File: src/rate_pkg.sv
// Purpose: Shared constants for the watch/standby rate selection block.
// Assumes: 40 MHz clock; rates are held in tenths of a hertz.
// Notes: Register offsets are word indices; the byte address is four times the index.
// Overview of operation
// 8-bit read/write rate control register at index 0x12, zero after reset.
// Software always writes zero to bit 4 between the two rate fields.
// Bits [3:0] pick the watch sample rate; 1101 and 1110 are unsupported.
// Bits [7:5] pick the standby clock rate, 000 slowest, 111 fastest.
// Power mode bits [6:4] of index 0x1C select which rate table applies.
// Table rates are approximate typical maximum rates, not exact frequencies.
// The all-ones watch code needs an extra software setup procedure.
// An unsupported code falls back to the default rate; ticks never stop.
package rate_pkg;
   ////////////////////////////////////////////////////////////////////////////////
   // Register map, word indices.
   localparam logic [5:0] RATE_CTRL_IDX = 6'h12;
   localparam logic [5:0] PMODE_IDX = 6'h1C;
   localparam logic [5:0] STATUS_IDX = 6'h20;
   localparam logic [7:0] RATE_CTRL_RESET = 8'h00;
   localparam logic [2:0] PMODE_RESET = 3'h0;
   // Field positions.
   localparam int WATCH_LSB = 0;
   localparam int ZERO_BIT = 4;
   localparam int STANDBY_LSB = 5;
   localparam int PMODE_LSB = 4;
   localparam int STATUS_FALLBACK_BIT = 8;
   // Power mode encodings.
   localparam logic [2:0] PM_ULP = 3'h3;
   localparam logic [2:0] PM_LP = 3'h0;
   localparam logic [2:0] PM_PREC = 3'h4;
   ////////////////////////////////////////////////////////////////////////////////
   // Timing: a rate in tenths of Hz is added each cycle; a tick fires at the limit.
   localparam int unsigned CLOCK_HZ = 40_000_000;
   localparam int unsigned RATE_SCALE = 10;
   localparam logic [31:0] TICK_LIMIT = 32'(CLOCK_HZ * RATE_SCALE);
   // Watch rates per code, tenths of Hz; zero marks an unsupported code.
   localparam logic [15:0] WATCH_ULP [16] = '{16'h003C, 16'h0004, 16'h0008, 16'h000F,
      16'h003C, 16'h0082, 16'h00FA, 16'h01F4, 16'h03E8, 16'h076C, 16'h0ED8, 16'h1D4C,
      16'h2AF8, 16'h0000, 16'h0000, 16'h32C8};
   localparam logic [15:0] WATCH_LP [16] = '{16'h0046, 16'h0004, 16'h0008, 16'h000F,
      16'h0046, 16'h008C, 16'h0118, 16'h021C, 16'h041A, 16'h0834, 16'h0FA0, 16'h1770,
      16'h0000, 16'h0000, 16'h0000, 16'h1D4C};
   localparam logic [15:0] WATCH_PREC [16] = '{16'h0046, 16'h0002, 16'h0004, 16'h0009,
      16'h0046, 16'h008C, 16'h0118, 16'h0226, 16'h0320, 16'h0000, 16'h0000, 16'h0000,
      16'h0000, 16'h0000, 16'h0000, 16'h03E8};
   // Standby rates per code, tenths of Hz.
   localparam logic [15:0] STBY_ULP [8] = '{16'h000A, 16'h001E, 16'h0032, 16'h0064,
      16'h00E6, 16'h01C2, 16'h0384, 16'h0708};
   localparam logic [15:0] STBY_LP [8] = '{16'h0005, 16'h000A, 16'h001E, 16'h003C,
      16'h0078, 16'h00F0, 16'h01E0, 16'h03E8};
   localparam logic [15:0] STBY_PREC [8] = '{16'h0001, 16'h0002, 16'h0004, 16'h0008,
      16'h000F, 16'h001E, 16'h0032, 16'h0064};
endpackage

File: src/rate_link_if.sv
// Purpose: Carries a rate increment to a tick generator and its tick back.
// Assumes: Both ends share one clock.
// Notes: One instance per generated rate.
interface rate_link_if;
   logic [15:0] inc;
   logic tick;
   modport gen (input inc, output tick);
   modport ctl (output inc, input tick);
endinterface

File: src/rate_tick_gen.sv
// Purpose: Phase accumulator that turns a rate in tenths of Hz into tick pulses.
// Assumes: Increment stays far below the limit, so ticks are never adjacent.
// Notes: Average rate is exact over time; single periods jitter by one cycle.
module rate_tick_gen
   import rate_pkg::*;
(
   // Clock and reset.
   input wire logic clock,
   input wire logic srst,
   // Rate link.
   rate_link_if.gen link
);
   typedef struct packed {
      logic [31:0] acc;
      logic tick;
   } gen_state_t;
   gen_state_t s_q, s_d;
   logic [32:0] sum;

   ////////////////////////////////////////////////////////////////////////////////
   // Accumulate; on crossing the limit, wrap and pulse. The wrap keeps the
   // remainder, so the long-run rate matches the table without a divider.
   always_comb begin
      s_d = s_q;
      sum = {1'b0, s_q.acc} + {17'h0_0000, link.inc};
      // approximate rate pacing
      if (sum >= {1'b0, TICK_LIMIT}) begin
         s_d.acc = 32'(sum - {1'b0, TICK_LIMIT});
         s_d.tick = 1'b1;
      end else begin
         s_d.acc = sum[31:0];
         s_d.tick = 1'b0;
      end
   end

   always_ff @(posedge clock) begin
      if (srst) begin
         s_q <= '0;
      end else begin
         s_q <= s_d;
      end
   end

   assign link.tick = s_q.tick;

   // Ticks are one-cycle pulses at any supported rate.
   property p_tick_pulse;
      @(posedge clock) disable iff (srst) s_q.tick |=> !s_q.tick;
   endproperty
   a_tick_pulse: assert property (p_tick_pulse) else $error("tick lasted two cycles");
endmodule

File: src/watch_standby_rate_select.sv
// Purpose: Rate control register and watch/standby rate tick generation.
// Assumes: Avalon-MM slave with one wait state; byte addresses, word registers.
// Notes: Unsupported watch codes run at the default code's rate for the mode.
module watch_standby_rate_select
   import rate_pkg::*;
(
   // Clock and reset.
   input wire logic clock,
   input wire logic srst,
   // Avalon-MM slave.
   input wire logic [7:0] address,
   input wire logic read,
   input wire logic write,
   input wire logic [3:0] byteenable,
   input wire logic [31:0] writedata,
   output logic [31:0] readdata,
   output logic waitrequest,
   // Rate ticks.
   output logic watch_tick,
   output logic standby_tick
);
   typedef struct packed {
      logic [3:0] watch_rate_code;
      logic [2:0] standby_rate_code;
      logic [2:0] pmode;
      logic [31:0] rdata;
      logic waitreq;
      logic watch_tick;
      logic standby_tick;
   } top_state_t;
   top_state_t s_q, s_d;

   rate_link_if watch_link();
   rate_link_if stby_link();

   logic [15:0] watch_raw;
   logic [15:0] stby_rate;
   logic fallback;
   logic req;
   logic take;
   logic [5:0] idx;
   logic [7:0] ctrl_rd;

   ////////////////////////////////////////////////////////////////////////////////
   // Rate lookup from code and power mode.
   always_comb begin
      // mode picks table
      case (s_q.pmode)
         PM_ULP: begin
            watch_raw = WATCH_ULP[s_q.watch_rate_code];
            stby_rate = STBY_ULP[s_q.standby_rate_code];
         end
         PM_PREC: begin
            watch_raw = WATCH_PREC[s_q.watch_rate_code];
            stby_rate = STBY_PREC[s_q.standby_rate_code];
         end
         default: begin
            watch_raw = WATCH_LP[s_q.watch_rate_code];
            stby_rate = STBY_LP[s_q.standby_rate_code];
         end
      endcase
   end

   // default rate fallback
   assign fallback = (watch_raw == 16'h0000);
   // watch code rate
   always_comb begin
      if (!fallback) begin
         watch_link.inc = watch_raw;
      end else if (s_q.pmode == PM_ULP) begin
         watch_link.inc = WATCH_ULP[0];
      end else if (s_q.pmode == PM_PREC) begin
         watch_link.inc = WATCH_PREC[0];
      end else begin
         watch_link.inc = WATCH_LP[0];
      end
   end
   // standby code rate
   assign stby_link.inc = stby_rate;

   rate_tick_gen u_watch_gen (
      .clock(clock),
      .srst(srst),
      .link(watch_link.gen)
   );

   rate_tick_gen u_stby_gen (
      .clock(clock),
      .srst(srst),
      .link(stby_link.gen)
   );

   ////////////////////////////////////////////////////////////////////////////////
   // Bus decode. A request is answered one cycle after it is seen, and takes
   // effect at the edge where waitrequest is low.
   assign req = read | write;
   assign take = req & !s_q.waitreq;
   assign idx = address[7:2];
   assign ctrl_rd = {s_q.standby_rate_code, 1'b0, s_q.watch_rate_code};

   always_comb begin
      s_d = s_q;
      s_d.watch_tick = watch_link.tick;
      s_d.standby_tick = stby_link.tick;
      // Waitrequest drops for one cycle after a request is first seen. It has a flop
      // of its own, high at rest, so the port needs no inverter after the register.
      s_d.waitreq = !(req & s_q.waitreq);
      // Read data is captured before the answer; unmapped reads return zero.
      if (read && s_q.waitreq) begin
         case (idx)
            RATE_CTRL_IDX: s_d.rdata = {24'h00_0000, ctrl_rd};
            PMODE_IDX: s_d.rdata = {25'h000_0000, s_q.pmode, 4'h0};
            STATUS_IDX: s_d.rdata = {23'h00_0000, fallback, ctrl_rd};
            default: s_d.rdata = 32'h0000_0000;
         endcase
      end
      // register write
      if (take && write && byteenable[0]) begin
         case (idx)
            RATE_CTRL_IDX: begin
               // Bit 4 is not stored, so it always reads back as zero.
               s_d.watch_rate_code = writedata[WATCH_LSB +: 4];
               s_d.standby_rate_code = writedata[STANDBY_LSB +: 3];
            end
            PMODE_IDX: s_d.pmode = writedata[PMODE_LSB +: 3];
            default: s_d.pmode = s_q.pmode;
         endcase
      end
   end

   always_ff @(posedge clock) begin
      if (srst) begin
         s_q.watch_rate_code <= RATE_CTRL_RESET[WATCH_LSB +: 4];
         s_q.standby_rate_code <= RATE_CTRL_RESET[STANDBY_LSB +: 3];
         s_q.pmode <= PMODE_RESET;
         s_q.rdata <= 32'h0000_0000;
         s_q.waitreq <= 1'b1;
         s_q.watch_tick <= 1'b0;
         s_q.standby_tick <= 1'b0;
      end else begin
         s_q <= s_d;
      end
   end

   assign readdata = s_q.rdata;
   assign waitrequest = s_q.waitreq;
   assign watch_tick = s_q.watch_tick;
   assign standby_tick = s_q.standby_tick;

   ////////////////////////////////////////////////////////////////////////////////
   // Checks.
   property p_ctrl_write;
      @(posedge clock) disable iff (srst)
         (write && !waitrequest && byteenable[0] && idx == RATE_CTRL_IDX)
         |=> ctrl_rd == {$past(writedata[7:5]), 1'b0, $past(writedata[3:0])};
   endproperty
   a_ctrl_write: assert property (p_ctrl_write) else $error("control write lost");

   property p_ctrl_read;
      @(posedge clock) disable iff (srst)
         (read && !waitrequest && idx == RATE_CTRL_IDX) |-> readdata == {24'h00_0000, ctrl_rd};
   endproperty
   a_ctrl_read: assert property (p_ctrl_read) else $error("control readback wrong");

   property p_watch_top;
      @(posedge clock) disable iff (srst)
         (s_q.pmode == PM_ULP && s_q.watch_rate_code == 4'hF) |-> watch_link.inc == 16'h32C8;
   endproperty
   a_watch_top: assert property (p_watch_top) else $error("watch rate wrong");

   property p_stby_fast;
      @(posedge clock) disable iff (srst)
         (s_q.pmode == PM_ULP && s_q.standby_rate_code == 3'h7) |-> stby_link.inc == 16'h0708;
   endproperty
   a_stby_fast: assert property (p_stby_fast) else $error("standby rate wrong");

   property p_prec_mode;
      @(posedge clock) disable iff (srst)
         (s_q.pmode == PM_PREC && s_q.standby_rate_code == 3'h0) |-> stby_link.inc == 16'h0001;
   endproperty
   a_prec_mode: assert property (p_prec_mode) else $error("mode table wrong");

   property p_fallback;
      @(posedge clock) disable iff (srst)
         (s_q.watch_rate_code == 4'hD) |-> fallback && watch_link.inc != 16'h0000;
   endproperty
   a_fallback: assert property (p_fallback) else $error("unsupported code stalls");

   property p_answer;
      @(posedge clock) disable iff (srst)
         (req && waitrequest) |=> !waitrequest ##1 waitrequest;
   endproperty
   a_answer: assert property (p_answer) else $error("bus answer timing wrong");

   property p_tick_out;
      @(posedge clock) disable iff (srst) watch_tick |=> !watch_tick;
   endproperty
   a_tick_out: assert property (p_tick_out) else $error("watch tick too long");

   // reset state check
   property p_reset_idle;
      @(posedge clock) srst |=> waitrequest && !watch_tick && !standby_tick
         && readdata == 32'h0000_0000 && ctrl_rd == RATE_CTRL_RESET && s_q.pmode == PMODE_RESET;
   endproperty
   a_reset_idle: assert property (p_reset_idle) else $error("reset state wrong");

   // precision default rate
   property p_prec_dflt;
      @(posedge clock) disable iff (srst)
         (fallback && s_q.pmode == PM_PREC) |-> watch_link.inc == 16'h0046;
   endproperty
   a_prec_dflt: assert property (p_prec_dflt) else $error("fallback rate wrong");

   // low power table
   property p_lp_watch;
      @(posedge clock) disable iff (srst)
         (s_q.pmode == PM_LP && s_q.watch_rate_code == 4'hB) |-> watch_link.inc == 16'h1770;
   endproperty
   a_lp_watch: assert property (p_lp_watch) else $error("low power watch rate wrong");

   c_ctrl_write: cover property (@(posedge clock) take && write && idx == RATE_CTRL_IDX);
   c_fallback: cover property (@(posedge clock) fallback);
   c_stby_tick: cover property (@(posedge clock) standby_tick);
   c_watch_tick: cover property (@(posedge clock) watch_tick);
endmodule

File: config.mk
export PLATFORM = sky130hd
export DESIGN_NAME = watch_standby_rate_select
export DESIGN_NICKNAME = d
export VERILOG_FILES = /design/src/rate_pkg.sv /design/src/rate_link_if.sv /design/src/rate_tick_gen.sv /design/src/watch_standby_rate_select.sv
export SDC_FILE = /design/constraint.sdc
export NUM_CORES = 1
export LEC_CHECK = 0
export ABC_AREA = 1
export ABC_CLOCK_PERIOD_IN_PS = 6400
export BUFFER_PORTS_ARGS = -buffer_cell sky130_fd_sc_hd__buf_2
export CAP_MARGIN = 40
export CORE_MARGIN = 5
export CORE_UTILIZATION = 58
export DETAILED_ROUTE_END_ITERATION = 8
export PLACE_DENSITY = 0.79
export SETUP_SLACK_MARGIN = 0.5
export SKIP_LAST_GASP = 1
export SYNTH_ARGS = -nofsm -noshare
export SYNTH_HDL_FRONTEND = slang
export SYNTH_SLANG_ARGS = --single-unit
File: constraint.sdc
create_clock -name clock -period 6.4 [get_ports clock]
set_input_delay 0.96 -clock clock [delete_from_list [all_inputs] [get_ports clock]]
set_output_delay 0.96 -clock clock [all_outputs]
set_load 0.02 [all_outputs]
Yosys cells after proc, flatten, opt, wreduce, memory -nomap -nowiden --
Memory sizes are Yosys's and may differ from the RTL's. Index checks and enable logic that the tools add are counted.
Cells by class: add/sub/neg operators 4, reductions and logical operators 8, magnitude comparators 4, equal/unequal tests 5, bitwise gates (word level) 5, multiplexer cells 19
Operators with widths (number):
- $mux 16 | 13
- $add 32x16->33 | 2
- $ge 33x29->1 const B | 2
- $mux 33 | 2
- $pmux 16 s2 | 2
- $sub 32x29->32 const B | 2
- $pmux 9 s3 | 1
- $logic_not 16->1 | 1
- $eq 6x5->1 const B | 2
- $mux 7 | 1
- $eq 6x6->1 const B | 1
- $ge 5x5->1 const B | 1
- $not 4->5 | 1
- $ge 4x4->1 const B | 1
- $not 3->4 | 1
- $reduce_and 2->1 | 2
- $eq 3x2->1 const B | 1
- $eq 3x3->1 const B | 1
- $logic_and 1x1->1 | 3
- $and 1x1->1 | 2
- $logic_not 1->1 | 2
- $or 1x1->1 | 1
Word-level totals: input bits 48, bits in read-only memories 1152, memories 6, register bits after elaboration 111
Memories:
- (name not given) | words 16, width 16, rd ports 1, clocked after Yosys merged registers in 0, write ports 0, RTL line watch_standby_rate_select.sv:58 | watch_raw = WATCH_LP[s_q.watch_rate_code];
- (name not given) | words 16, width 16, rd ports 1, clocked after Yosys merged registers in 0, write ports 0, RTL line watch_standby_rate_select.sv:54 | watch_raw = WATCH_PREC[s_q.watch_rate_code];
- (name not given) | words 16, width 16, rd ports 1, clocked after Yosys merged registers in 0, write ports 0, RTL line watch_standby_rate_select.sv:50 | watch_raw = WATCH_ULP[s_q.watch_rate_code];
- (name not given) | words 8, width 16, rd ports 1, clocked after Yosys merged registers in 0, write ports 0, RTL line watch_standby_rate_select.sv:59 | stby_rate = STBY_LP[s_q.standby_rate_code];
- (name not given) | words 8, width 16, rd ports 1, clocked after Yosys merged registers in 0, write ports 0, RTL line watch_standby_rate_select.sv:55 | stby_rate = STBY_PREC[s_q.standby_rate_code];
- (name not given) | words 8, width 16, rd ports 1, clocked after Yosys merged registers in 0, write ports 0, RTL line watch_standby_rate_select.sv:51 | stby_rate = STBY_ULP[s_q.standby_rate_code];

Depth between registers and ports, before layout --
depth after elaboration 10, mapped depth 39, depth with buffers taken out 38

Modules after synthesis --
From an unflattened synthesis, not the netlist that was laid out.
Unflattened totals: cells, all modules 1814, area, all modules 10039.6 µm²
Modules (own cells, without submodules):
- rate_tick_gen (u_watch_gen) | area each 3892.5 µm², cells an instance 720, instances 1
- rate_tick_gen (u_stby_gen) | area each 3796.1 µm², cells an instance 727, instances 1
- watch_standby_rate_select | area each 2351.0 µm², cells an instance 367, instances 1

Worst setup path after synthesis --
No wires, ideal clock.
path kind register -> register, start point register s_q (netlist bit ctrl_rd[0]), end point register u_watch_gen.s_q[22] (netlist name), library setup time 0.068 ns, stages on the path, launching flop included 37, path slack 1.974 ns, period minus slack after synthesis 4.426 ns, data arrival time 4.357 ns, path through dfxtp_1 -> inv_1 -> ha_1 -> nand2_1 -> o21ai_0 -> nand2_1 -> o21ai_0 -> a221oi_1 -> nand4_1 -> nor3b_1 -> nand2_1 -> nand2_1 -> ha_1 -> nand2_1 -> nand2_1 -> inv_1 -> nand2_1 -> nand2_1 -> nand3_1 -> nand2_1 -> nand2_1 -> inv_1 -> ha_1 -> nand3_1 -> nor2_1 -> nand3_1 -> nor2_1 -> nand3_1 -> nor2_1 -> nand3_1 -> nor2_1 -> nand2_2 -> nand3_4 -> buf_12 -> buf_8 -> nand2_2 -> a21oi_2
Between the ends: word-level cells in the longest chain between the ends 10, elaborated cells on any way between the ends 17, those cells by class 2 x add/sub; 1 x order compare; 9 x mux; 1 x bitwise; 1 x reduce/logical; 3 x memory
RTL lines:
- start, declared | RTL line watch_standby_rate_select.sv:31 | top_state_t s_q, s_d;
- $not 4->5 (implied by the code) (*) | RTL line watch_standby_rate_select.sv:50, watch_standby_rate_select.sv:54, watch_standby_rate_select.sv:58
- $mem_v2 16x16, on equally long branches
- $mux 16, on equally long branches (2 in series) | RTL line watch_standby_rate_select.sv:58, watch_standby_rate_select.sv:50, watch_standby_rate_select.sv:54
- $pmux 16 s2 (*) | RTL line watch_standby_rate_select.sv:48 | case (s_q.pmode)
- $logic_not 16->1 | RTL line watch_standby_rate_select.sv:65 | assign fallback = (watch_raw == 16'h0000);
- $mux 16 (*) | RTL line watch_standby_rate_select.sv:68 | if (!fallback) begin
- $add 32x16->33 (*) | RTL line rate_tick_gen.sv:25 | sum = {1'b0, s_q.acc} + {17'h0_0000, link.inc};
- $sub 32x29->32 / $ge 33x29->1 (equally long branches) | RTL line rate_tick_gen.sv:28, rate_tick_gen.sv:27
- $mux 33 (*) | RTL line rate_tick_gen.sv:27 | if (sum >= {1'b0, TICK_LIMIT}) begin
- end signal, assigned | RTL line rate_tick_gen.sv:38 | s_q <= '0;
- end signal, assigned | RTL line rate_tick_gen.sv:40 | s_q <= s_d;
- end, declared | RTL line rate_tick_gen.sv:17 | gen_state_t s_q, s_d;
Every way passes the cells marked *; elsewhere a longest branch is shown, timed or not. The select of a mux whose other input is x is not followed. A chain may end at the register's enable or synchronous reset.

Worst setup path after layout --
start point register s_q (netlist bit ctrl_rd[0]), end point register u_watch_gen.s_q[15] (netlist name)
The elaborated chain is that of the path after synthesis.

==> run metrics <==
Peak Freq=0.185 GHz; # rows=45; via/cell ratio=5.38; # IOs=83; Routed Antenna Nets=0; diode count=0; Final period util=84.3%; Worst-Margin Slew=0.818 ns; setup total negative slack=0 ns; DR WL met3=1.63 mm; DRC violations left=0; CTS tree=built; hold_buf cts=0; clock buffer depth=2; number of fill cells=1506; vias in the first global route=8718; final hold vios=0; dpl ws=just under 0.8 ns; CTS root buffer=clkbuf_16; Min-Delay Endpoint=watch_tick$_SDFF_PP0_; Routed WL=approximately 24 mm; Startpoint Class=flop; library cells used by synthesis=58; WP buf/inv=4; crit path kind=flop to flop; vias after detailed routing=slightly below 10000; Max Slew Vio Count=0; PortBufs=30; delay-heaviest family, CP=simple AND/OR/NAND/NOR gates; Initial Util=59.7%; pwr dens=247 nW/um^2; EDFF count, synth=0; Mean Syn Cell Area=5.68 um^2; GRT overflow=0; DR top layer=met4; reg-to-reg endpoint=u_watch_gen.s_q[15]$_SDFF_PP0_; Crit. End Element=flop; global-route wire length before repair=just under 40 mm; GRT Total Usage=26.1%; M1 WL=around 11 mm; Async SR Flop Fraction=0%; drt wl/cell=13.1 um; Num CTS Buffers=9; Worst-path clk slew=around 0.070 ns; area delta synth->final=6.02%; core area=15300 um^2; pin count of the biggest net entering global routing=43; worst min-delay path category=flop to flop; ys flop type=dfxtp_1; die height=around 140 um; Max VDD drop=0.273 mV; post-synthesis sequential area ratio=19.3%; Clock Skews=about 0.011 ns; Yosys warnings=0; layout cells sized above 1=10.4%; worst reg2reg path depth=36; drt first pass iters=6; Arr. time, crit path=5.64 ns; #FFs+latches synth=88; max_slew headroom=approximately 45%; RR Startpoint=ctrl_rd[0]$_SDFFE_PP0P_; nets@finish=1718; final worst setup slack=1.00 ns; dpl hpwl=18.8 mm; clock sink count=88; outcome=completed; gpl congestion=0.973; Max-cap violations=0; final setup violation count=0; WL met2=11.0 mm; Tmin final=approximately 5.4 ns; Synth Instances=between 1500 and 2000; Post-Syn Area=9140 um^2; highest fanout seen on the critical path=9; H-tree level count=3; Worst-Skew Late Latency=0.36 ns; Iteration-0 DRC Markers=831; Worst Hold Launch=u_watch_gen.link.tick$_SDFF_PP0_; Worst EP required=6.64 ns; RSZ-0062 raised after global routing=false; die area=18400 um^2; die width=136 um; WHS=0.413 ns; Worst Hold Depth=2; R2R Setup Slk=around 1.0 ns; Worst path slowest cell=dfxtp_2; antenna violations before repair=0; most numerous cell on the critical path=nand2_1; CP max stage delay=0.42 ns; Tot Pwr=around 2.4 mW; leakage=4.89 nW; final cell utilization of the core=63.3%
==> state kept, by name, indices dropped and copies added (netlist names) <==
register,count
u_watch_gen.link.tick,1
ctrl_rd,7
waitrequest,1
u_watch_gen.s_q,32
readdata,9
watch_tick,1
u_stby_gen.s_q,32
u_stby_gen.link.tick,1
s_q,3
standby_tick,1
==> how the worst max path moves through the flow <==
| stage | from | endpoint | slack, ns | depth (start not counted) |
|---|---|---|---|---|
| 2_1_floorplan | ctrl_rd[0]$_SDFFE_PP0P_ | u_watch_gen.s_q[22]$_SDFF_PP0_ | 1.97 | 36 |
| 3_3_place_gp | ctrl_rd[0]$_SDFFE_PP0P_ | u_watch_gen.s_q[29]$_SDFF_PP0_ | 0.83 | 37 |
| 3_5_place_dp | ctrl_rd[0]$_SDFFE_PP0P_ | u_watch_gen.s_q[29]$_SDFF_PP0_ | 0.78 | 37 |
| 6_report | ctrl_rd[0]$_SDFFE_PP0P_ | u_watch_gen.s_q[15]$_SDFF_PP0_ | 1.00 | 36 |
| 4_1_cts | ctrl_rd[0]$_SDFFE_PP0P_ | u_watch_gen.s_q[17]$_SDFF_PP0_ | 0.74 | 37 |
| 5_1_grt | ctrl_rd[0]$_SDFFE_PP0P_ | u_watch_gen.s_q[28]$_SDFF_PP0_ | 0.50 | 36 |
==> report_power, final <==
group	leakage (nW)	total [mW]	switching, mW	internal [mW]
registers	0.721	0.740	0.0970	0.643
clock network	0.154	0.566	0.248	0.319
logic	4.01	1.09	0.725	0.361
==> area by class of cell <==
cell class	instances	area, um^2	area share, %
multi-input combinational	1232	6130	63.3
sequential	88	1770	18.2
inverter	251	946	9.76
timing repair buffer	42	265	2.74
tap	211	264	2.73
clock buffer	10	239	2.47
clock inverter	6	73.8	0.762
==> worst register-to-register path, delay by kind of cell, from the launching register on <==
kind	cells	cell delay [ns]
simple gates	26	2.90
flops	1	0.42
fa+ha+maj	3	0.84
compound gates	3	0.59
buf+inv	4	0.54
==> per-layer routing <==
metal,vias up,track usage (%)
li1,5083,-
met1,4436,35.8
met2,348,43.0
met3,40,3.86
met4,0,6.72
met5,-,0
==> logic make-up (layout without fill, tap and decap cells) <==
kind of cell / Yosys count / in the layout / share of synthesized area (%)
simple gates: 994 / 996 / 47.7
buf+inv: 312 / 309 / 14.9
flops: 88 / 88 / 19.3
other cells: 1 / 23 / 0.0410
compound gates: 155 / 155 / 10.2
fa+ha+maj: 46 / 46 / 6.46
xor+xnor: 12 / 12 / 1.44
==> synthesized netlist by cell type, types with 2 or more instances <==
library cell | count | area [um^2]
a211oi_1 | 2 | 15.0
a21oi_1 | 63 | 315
a21oi_2 | 18 | 158
a31oi_1 | 2 | 12.5
a32o_1 | 2 | 20.0
a32oi_1 | 2 | 17.5
and3_1 | 2 | 12.5
buf_1 | 3 | 11.3
buf_12 | 2 | 40.0
buf_2 | 2 | 10.0
buf_4 | 32 | 240
buf_6 | 3 | 33.8
clkbuf_1 | 18 | 67.6
clkinv_1 | 3 | 11.3
dfxtp_1 | 88 | 1760
fa_1 | 2 | 40.0
ha_1 | 44 | 551
inv_1 | 236 | 886
inv_2 | 12 | 45.0
nand2_1 | 510 | 1910
nand2_2 | 34 | 213
nand2_4 | 4 | 45.0
nand3_1 | 161 | 806
nand3_2 | 5 | 50.1
nand3_4 | 2 | 35.0
nand3b_1 | 11 | 82.6
nand4_1 | 29 | 181
nor2_1 | 185 | 694
nor2_2 | 20 | 125
nor3_1 | 18 | 90.1
nor3_2 | 3 | 30.0
nor3b_1 | 2 | 15.0
nor4_1 | 3 | 18.8
o211ai_1 | 10 | 75.1
o21ai_0 | 39 | 195
o21ai_1 | 2 | 10.0
o22ai_1 | 4 | 25.0
o32ai_1 | 2 | 17.5
xnor2_1 | 3 | 26.3
xor2_1 | 7 | 61.3
==> stage by stage <==
| step | std cells | instance area (um^2) |
|---|---|---|
| final | 1840 | 9690 |
| after global routing | 1840 | 9690 |
| after CTS | 1833 | 9580 |
| after detailed placement | 1817 | 9270 |
| after global placement | 1817 | 9270 |
| after floorplan | 1630 | 9220 |
==> cells in the final DEF (no fill, tap or decap), drive strengths merged, types with 3 or more instances in the layout <==
cell type / synthesis / layout
clkinv: 3 / 6
xor2: 9 / 9
o21ai: 42 / 42
o211ai: 10 / 10
o22ai: 4 / 4
ha: 44 / 44
nor3: 21 / 21
dfxtp: 88 / 88
buf: 43 / 42
clkbuf: 18 / 10
nand3b: 11 / 11
xnor2: 3 / 3
nor2: 206 / 206
nor4: 3 / 3
nand4: 29 / 29
a21oi: 81 / 81
conb: 1 / 23
nand2: 548 / 548
nand3: 168 / 170
inv: 248 / 249
==> timing repair <==
item,in CTS,in global routing
setup endpoints to repair,0,23
gates resized for setup,0,7
buffers inserted,0,5
Power figures use the tool's default switching activity.
